File: src/core/mrl_pkg.sv
package mrl_pkg;
   // Register offsets on the device's internal register port.
   localparam logic [7:0] MRL_OFS_VOLT_CH3 = 8'h23;
   localparam logic [7:0] MRL_OFS_VOLT_CH4 = 8'h24;
   localparam logic [7:0] MRL_OFS_VOLT_CH5 = 8'h25;
   localparam logic [7:0] MRL_OFS_VOLT_CH6 = 8'h26;
   localparam logic [7:0] MRL_OFS_THERMAL = 8'h27;
   localparam logic [7:0] MRL_OFS_FAN_A = 8'h28;
   localparam logic [7:0] MRL_OFS_FAN_B = 8'h29;
   localparam logic [7:0] MRL_OFS_CH0_UPPER = 8'h2a;
   localparam logic [7:0] MRL_OFS_CH0_LOWER = 8'h2b;
   localparam logic [7:0] MRL_OFS_CH1_UPPER = 8'h2c;
   // Field positions and widths.
   localparam int MRL_VOLT_LSB = 6;
   localparam int MRL_VOLT_W = 10;
   localparam int MRL_TEMP_LSB = 4;
   localparam int MRL_TEMP_W = 12;
   // Reset values.
   localparam logic [15:0] MRL_RST_RESULT = 16'h0000;
   localparam logic [7:0] MRL_RST_BYTE = 8'h00;

   // One register port access.
   typedef struct packed {
      logic rd;
      logic wr;
      logic [7:0] addr;
      logic [15:0] wdata;
   } mrl_req_t;

   // Fresh conversion results from the converter.
   typedef struct packed {
      logic [3:0] volt_valid;
      logic [MRL_VOLT_W-1:0] volt_ch3_value;
      logic [MRL_VOLT_W-1:0] volt_ch4_value;
      logic [MRL_VOLT_W-1:0] volt_ch5_value;
      logic [MRL_VOLT_W-1:0] volt_ch6_value;
      logic temp_valid;
      logic [MRL_TEMP_W-1:0] temp_value;
   } mrl_conv_t;
endpackage : mrl_pkg

File: src/core/mrl_regs.sv
module mrl_regs
   import mrl_pkg::*;
(
   // Clock and reset.
   input wire logic ref_clk,
   input wire logic reset,
   // Register port.
   input wire mrl_req_t req,
   output logic [15:0] rdata,
   output logic rvalid,
   // Converter results.
   input wire mrl_conv_t conv,
   // Tachometer pins.
   input wire logic fan_a_pulse_input,
   input wire logic fan_b_pulse_input,
   // Bounds for the comparison logic.
   output logic [7:0] volt_ch0_upper,
   output logic [7:0] volt_ch0_lower,
   output logic [7:0] volt_ch1_upper
);
   logic [MRL_VOLT_W-1:0] volt_r [4];
   logic [MRL_TEMP_W-1:0] temp_r;
   logic [7:0] fan_a_count_value;
   logic [7:0] fan_b_count_value;
   logic [2:0] tach_a_sync_r;
   logic [2:0] tach_b_sync_r;
   logic [7:0] ch0_upper_r;
   logic [7:0] ch0_lower_r;
   logic [7:0] ch1_upper_r;
   logic [15:0] rdata_nxt;
   logic [MRL_VOLT_W-1:0] volt_in [4];

   assign volt_in[0] = conv.volt_ch3_value;
   assign volt_in[1] = conv.volt_ch4_value;
   assign volt_in[2] = conv.volt_ch5_value;
   assign volt_in[3] = conv.volt_ch6_value;

   // Voltage results follow the converter only; the port cannot write them.
   always_ff @(posedge ref_clk or posedge reset) begin
      if (reset) begin
         for (int i = 0; i < 4; i++) volt_r[i] <= '0;
      end else begin
         for (int i = 0; i < 4; i++) begin
            if (conv.volt_valid[i]) volt_r[i] <= volt_in[i];
         end
      end
   end

   // Temperature result follows the converter only.
   always_ff @(posedge ref_clk or posedge reset) begin
      if (reset) begin
         temp_r <= '0;
      end else if (conv.temp_valid) begin
         temp_r <= conv.temp_value;
      end
   end

   // Tach pins pass two flip-flops; the third stage feeds the edge detect.
   always_ff @(posedge ref_clk or posedge reset) begin
      if (reset) begin
         tach_a_sync_r <= '0;
         tach_b_sync_r <= '0;
      end else begin
         tach_a_sync_r <= {tach_a_sync_r[1:0], fan_a_pulse_input};
         tach_b_sync_r <= {tach_b_sync_r[1:0], fan_b_pulse_input};
      end
   end

   // Each rising tach edge adds one to its own count, wrapping at eight bits.
   always_ff @(posedge ref_clk or posedge reset) begin
      if (reset) begin
         fan_a_count_value <= MRL_RST_BYTE;
         fan_b_count_value <= MRL_RST_BYTE;
      end else begin
         if (tach_a_sync_r[1] && !tach_a_sync_r[2]) begin
            fan_a_count_value <= fan_a_count_value + 8'h01;
         end
         if (tach_b_sync_r[1] && !tach_b_sync_r[2]) begin
            fan_b_count_value <= fan_b_count_value + 8'h01;
         end
      end
   end

   // Bound registers take the low byte of a write.
   always_ff @(posedge ref_clk or posedge reset) begin
      if (reset) begin
         ch0_upper_r <= MRL_RST_BYTE;
         ch1_upper_r <= MRL_RST_BYTE;
         ch0_lower_r <= MRL_RST_BYTE;
      end else if (req.wr) begin
         unique case (req.addr)
            MRL_OFS_CH0_UPPER: ch0_upper_r <= req.wdata[7:0];
            MRL_OFS_CH1_UPPER: ch1_upper_r <= req.wdata[7:0];
            MRL_OFS_CH0_LOWER: ch0_lower_r <= req.wdata[7:0];
            default: ;
         endcase
      end
   end

   // Read mux; low bits below data fields and unmapped offsets read zero.
   always_comb begin
      rdata_nxt = MRL_RST_RESULT;
      unique case (req.addr)
         MRL_OFS_VOLT_CH3: rdata_nxt = {volt_r[0], 6'h00};
         MRL_OFS_VOLT_CH4: rdata_nxt = {volt_r[1], 6'h00};
         MRL_OFS_VOLT_CH5: rdata_nxt = {volt_r[2], 6'h00};
         MRL_OFS_VOLT_CH6: rdata_nxt = {volt_r[3], 6'h00};
         MRL_OFS_THERMAL: rdata_nxt = {temp_r, 4'h0};
         MRL_OFS_FAN_A: rdata_nxt = {8'h00, fan_a_count_value};
         MRL_OFS_FAN_B: rdata_nxt = {8'h00, fan_b_count_value};
         MRL_OFS_CH0_UPPER: rdata_nxt = {8'h00, ch0_upper_r};
         MRL_OFS_CH0_LOWER: rdata_nxt = {8'h00, ch0_lower_r};
         MRL_OFS_CH1_UPPER: rdata_nxt = {8'h00, ch1_upper_r};
         default: rdata_nxt = MRL_RST_RESULT;
      endcase
   end

   // Read data is registered one cycle after the read strobe.
   always_ff @(posedge ref_clk or posedge reset) begin
      if (reset) begin
         rdata <= MRL_RST_RESULT;
         rvalid <= 1'b0;
      end else begin
         rvalid <= req.rd;
         if (req.rd) rdata <= rdata_nxt;
      end
   end

   assign volt_ch0_upper = ch0_upper_r;
   assign volt_ch0_lower = ch0_lower_r;
   assign volt_ch1_upper = ch1_upper_r;
endmodule : mrl_regs

File: config.mk
export PLATFORM = sky130hd
export DESIGN_NAME = mrl_regs
export DESIGN_NICKNAME = d
export VERILOG_FILES = /design/src/core/mrl_pkg.sv /design/src/core/mrl_regs.sv
export SDC_FILE = /design/constraint.sdc
export NUM_CORES = 1
export LEC_CHECK = 0
export ABC_AREA = 1
export BUFFER_PORTS_ARGS = -buffer_cell sky130_fd_sc_hd__buf_2
export CORE_MARGIN = 8
export CORE_UTILIZATION = 47
export CTS_CLUSTER_SIZE = 40
export DETAILED_ROUTE_END_ITERATION = 7
export GPL_TIMING_DRIVEN = 0
export PLACE_DENSITY = 0.72
export SLEW_MARGIN = 20
export SYNTH_ARGS = -nofsm -noshare
export SYNTH_HDL_FRONTEND = slang
export SYNTH_SLANG_ARGS = --single-unit
File: constraint.sdc
create_clock -name ref_clk -period 8.48 [get_ports ref_clk]
set_input_delay 0.424 -clock ref_clk [delete_from_list [all_inputs] [get_ports ref_clk]]
set_output_delay 0.424 -clock ref_clk [all_outputs]
set_load 0.02 [all_outputs]
# Yosys cells after proc, flatten, opt, wreduce, memory -nomap -nowiden
# Index checks and enable logic that the tools add are counted.
# word_totals
ff_bits,115
inputBits,87
word_cells,34
# op_classes
addsub,2
n_eq_ne,10
n_mux,1
n_reduce_logical,7
# ops
operator,count
one-hot mux 16 bit (10 select lines),1
equality test 8 x 6 -> 1 bit (second input constant),10
adder 8 x 1 -> 8 bit (second input constant),2
AND reduction 2 bit,3
logical AND 1 bit,2
logical NOT 1 bit,2

# Depth between registers and ports, before layout
# depth
word_depth,2
depth_mapped,11
depth_no_buf,9

# Least setup slack after synthesis
# No wires, ideal clock.
# synth_path
kind,input port to flip-flop
startpoint,input req[22] in the netlist's numbering
endpoint,register rdata[14]
setup_time_ns,0.123
t_arrival_ns,1.260
required_time_ns,8.357
path_slack_ns,7.097
path_stages,9
n_path_buf,2
path_cell_list,inv_1 nand2_1 nor2_8 buf_8 buf_4 nand3_1 nand3_1 o21ai_0 nand2_1
# synth_via
elab_chain_cells,2
# synth_rtl
element,line,text
start: declaration,mrl_regs.sv:8,"input wire mrl_req_t req,"
equality test 8 x 6 -> 1 bit,mrl_regs.sv:103,unique case (req.addr)
one-hot mux 16 bit (10 select lines) *,mrl_regs.sv:103,
end signal: assignment,mrl_regs.sv:125,if (req.rd) rdata <= rdata_nxt;
end: declaration,mrl_regs.sv:9,"output logic [15:0] rdata,"
# Every way passes the cells marked *; elsewhere a longest branch is shown, timed or not.
# A chain may end at the register's enable or synchronous reset.

# Final worst setup path
# layout_path
startpoint,"register ch0_lower_r[7], in the netlist volt_ch0_lower[7]"
endpoint,output volt_ch0_lower[7]
# layout_rtl
element,line,text
start: declaration,mrl_regs.sv:28,logic [7:0] ch0_lower_r;
start signal: assignment,mrl_regs.sv:94,MRL_OFS_CH0_LOWER: ch0_lower_r <= req.wdata[7:0];
end: declaration,mrl_regs.sv:18,"output logic [7:0] volt_ch0_lower,"
# No word-level cell between the ends.

==> flow_metrics.tcl <==
set metrics [dict create \
    post-route-min-period_ps 1570 \
    rsz0062_at_grt "no" \
    die_x_um 122 \
    syn-num-nets 663 \
    cts_tree "built" \
    reg2reg_slack_ps 6950 \
    layout_worst_path_cycle_share 0.186 \
    gp_congestion 0.871 \
    yosysWarnings 0 \
    cp-start-kind "flip-flop" \
    peakVddDrop_v 0.000131 \
    clockBufferDepth 2 \
    crit_required_ps 8060 \
    yosys-top-cells-count "nand2_1 (138), dfrtp_1 (115), nand3_1 (85)" \
    drt_iter0_drc 496 \
    post_cts_resize_count 0 \
    clock_tree.root_cell "clkbuf_8" \
    drc 0 \
    hold_viol 0 \
    cts-hold-fix-buffers 3 \
    grt_pass1_vias 4741 \
    grt_use_met3 0.0588 \
    whs_ps 116 \
    pwr_density_cell_nw_per_um2 231 \
    wl_per_cell_um 16.5 \
    p_leak_uw 0.00349 \
    netlist_instances 574 \
    crit_arrival_ps 1150 \
    synthArstFlopShare 1.00 \
    grt_use_met1 0.246 \
    postRouteAntennaNets 0 \
    cp_cell_sequence "buf_2" \
    row_count 38 \
    multiInputGateArea_um2 2040 \
    die_area_um2 14800 \
    synth_edf_count 0 \
    clkTransAtPathRegs_ps 60 \
    clkLatencyLatePin_ps 510 \
    status "finished, final reports clean" \
    drive_gt1_frac 0.291 \
    fin_setup_tns_ps 0 \
    max_stage_delay_ps 430 \
    tightest_slew_ps 536 \
    cp-end-kind "output pin" \
    numPortBuffers 118 \
    core_um2 10900 \
    final_max_slew_viol_count 0 \
    yosysUniqueCellTypes 26 \
    synth_flop_cell "dfrtp_1" \
    via_per_inst 5.26 \
    die_y_um 122 \
    grt_pass1_wl_um 23200 \
    yosys_register_bits 115 \
    grtUsageTotal 0.199 \
    slowest_stage "dfrtp_1" \
    cts-htree-levels 4 \
    syn_to_final_growth_pct 27.4 \
    cap_viol_max_count 0 \
    synth_area_um2 5260 \
    grt_max_degree 65 \
    clock_skew_ps 9.43 \
    via_count 4565 \
    met2_usage 0.326 \
    hold_class "input pin to flip-flop" \
    max_freq_mhz 636 \
    yosysTopAreaCellShare 0.547 \
    ys_top_cells_by_area "dfrtp_1 (55%), nand2_1 (9.9%), nand3_1 (8.1%)" \
    dr.pass1.iters 5 \
    clkSinkCount 115 \
    path_max_fanout 3 \
    synth_top_area_cell "dfrtp_1" \
    post-cts-setup-buffer-count 0 \
    relSlewSlack 0.643 \
    critical_path_class "flip-flop to output pin" \
    finalSetupViolCount 0 \
    nets 804 \
    yosysMostFrequentCell "nand2_1" \
    yosysSeqAreaShare 0.547 \
    num_antenna_cells 0 \
    syn_avg_cell_area_um2 9.16 \
    ios 128 \
    path_delay_family "flip-flops" \
    grt_overflow 0 \
    path_buf_inv 1 \
    top_usage_layer "met2" \
    num-fill-cells 918 \
    start_util 0.483 \
    wl_um 14300 \
    cts_buffers 17 \
    dp_hpwl_um 10500 \
    regArea_um2 2880 \
    antenna_found_initial 1 \
]
==> cell families after synthesis <==
kind of cell               Yosys count  synth area share
buffers and inverters               77            0.0642
xor gates and xnor gates            12            0.0200
muxes                               31            0.0664
DFF                                115             0.547
adders and majority gates            2           0.00476
AOI/OAI and AO/OA                   66            0.0638
and+or+nand+nor                    271             0.234
==> per-stage QoR <==
step	area [um2]	std cells	setup WS (ps)	total power [uW]	utilization
3_5_place_dp	6060	833	6720	813	0.556
3_3_place_gp	6020	832	3810	805	0.553
5_1_grt	6700	868	6760	1610	0.615
4_1_cts	6700	868	6900	1560	0.615
2_1_floorplan	5260	574	5010	749	-
6_report	6700	868	6910	1550	0.615
==> state kept, by name, indices dropped and copies added (netlist names) <==
signal and cells:
fan_a_count_value 8, fan_b_count_value 8, rdata 16, rvalid 1, tach_a_sync_r 3, tach_b_sync_r 3
temp_r 12, volt_ch0_lower 8, volt_ch0_upper 8, volt_ch1_upper 8, volt_r 40
==> worst paths after layout <==
check	startpoint	end	cells past startpoint
setup / recovery	volt_ch0_lower[7]	volt_ch0_lower[7]	1
hold / removal	conv[17]	volt_r[4]	3
setup reg to reg	tach_b_sync_r[1]	fan_b_count_value[6]	6
hold reg to reg	tach_a_sync_r[0]	tach_a_sync_r[1]	0
max in group asynchronous	reset	fan_b_count_value[1]	4
min in group asynchronous	reset	temp_r[6]	3
==> power by group <==
part | internal, uW | total [uW] | switching (uW)
Combinational | 63.5 | 156 | 92.1
Clock | 483 | 742 | 259
Sequential | 605 | 651 | 46.6
==> per-layer routing <==
layer,wire length (um),share of wire
met2,6980,0.49
met5,12,0.00084
met4,172,0.012
met1,5870,0.41
met3,1270,0.088
==> placed cells by master, fill, tap and decap left out, types with 5 or more instances in the layout <==
master,synthesis,routed
buf_2,6,124
clkbuf_1,7,7
clkbuf_16,0,16
xor2_1,8,8
nor2_1,25,25
nand3_1,85,85
o21ai_1,9,9
dfrtp_1,115,115
nor3_1,6,6
inv_1,56,55
mux2_2,31,31
nor2_2,5,5
clkinv_2,0,5
nand2_1,138,138
o21ai_0,53,53
==> layout make-up <==
| type | count | area share |
|---|---|---|
| sequential | 115 | 0.430 |
| multi-input combinational | 382 | 0.305 |
| timing repair buffer | 122 | 0.0967 |
| clock buffer | 18 | 0.0639 |
| inverter | 57 | 0.0327 |
| clock inverter | 14 | 0.0276 |
| tap | 140 | 0.0261 |
| buffer | 20 | 0.0185 |
Note: power is estimated with default switching activity, not from simulation.
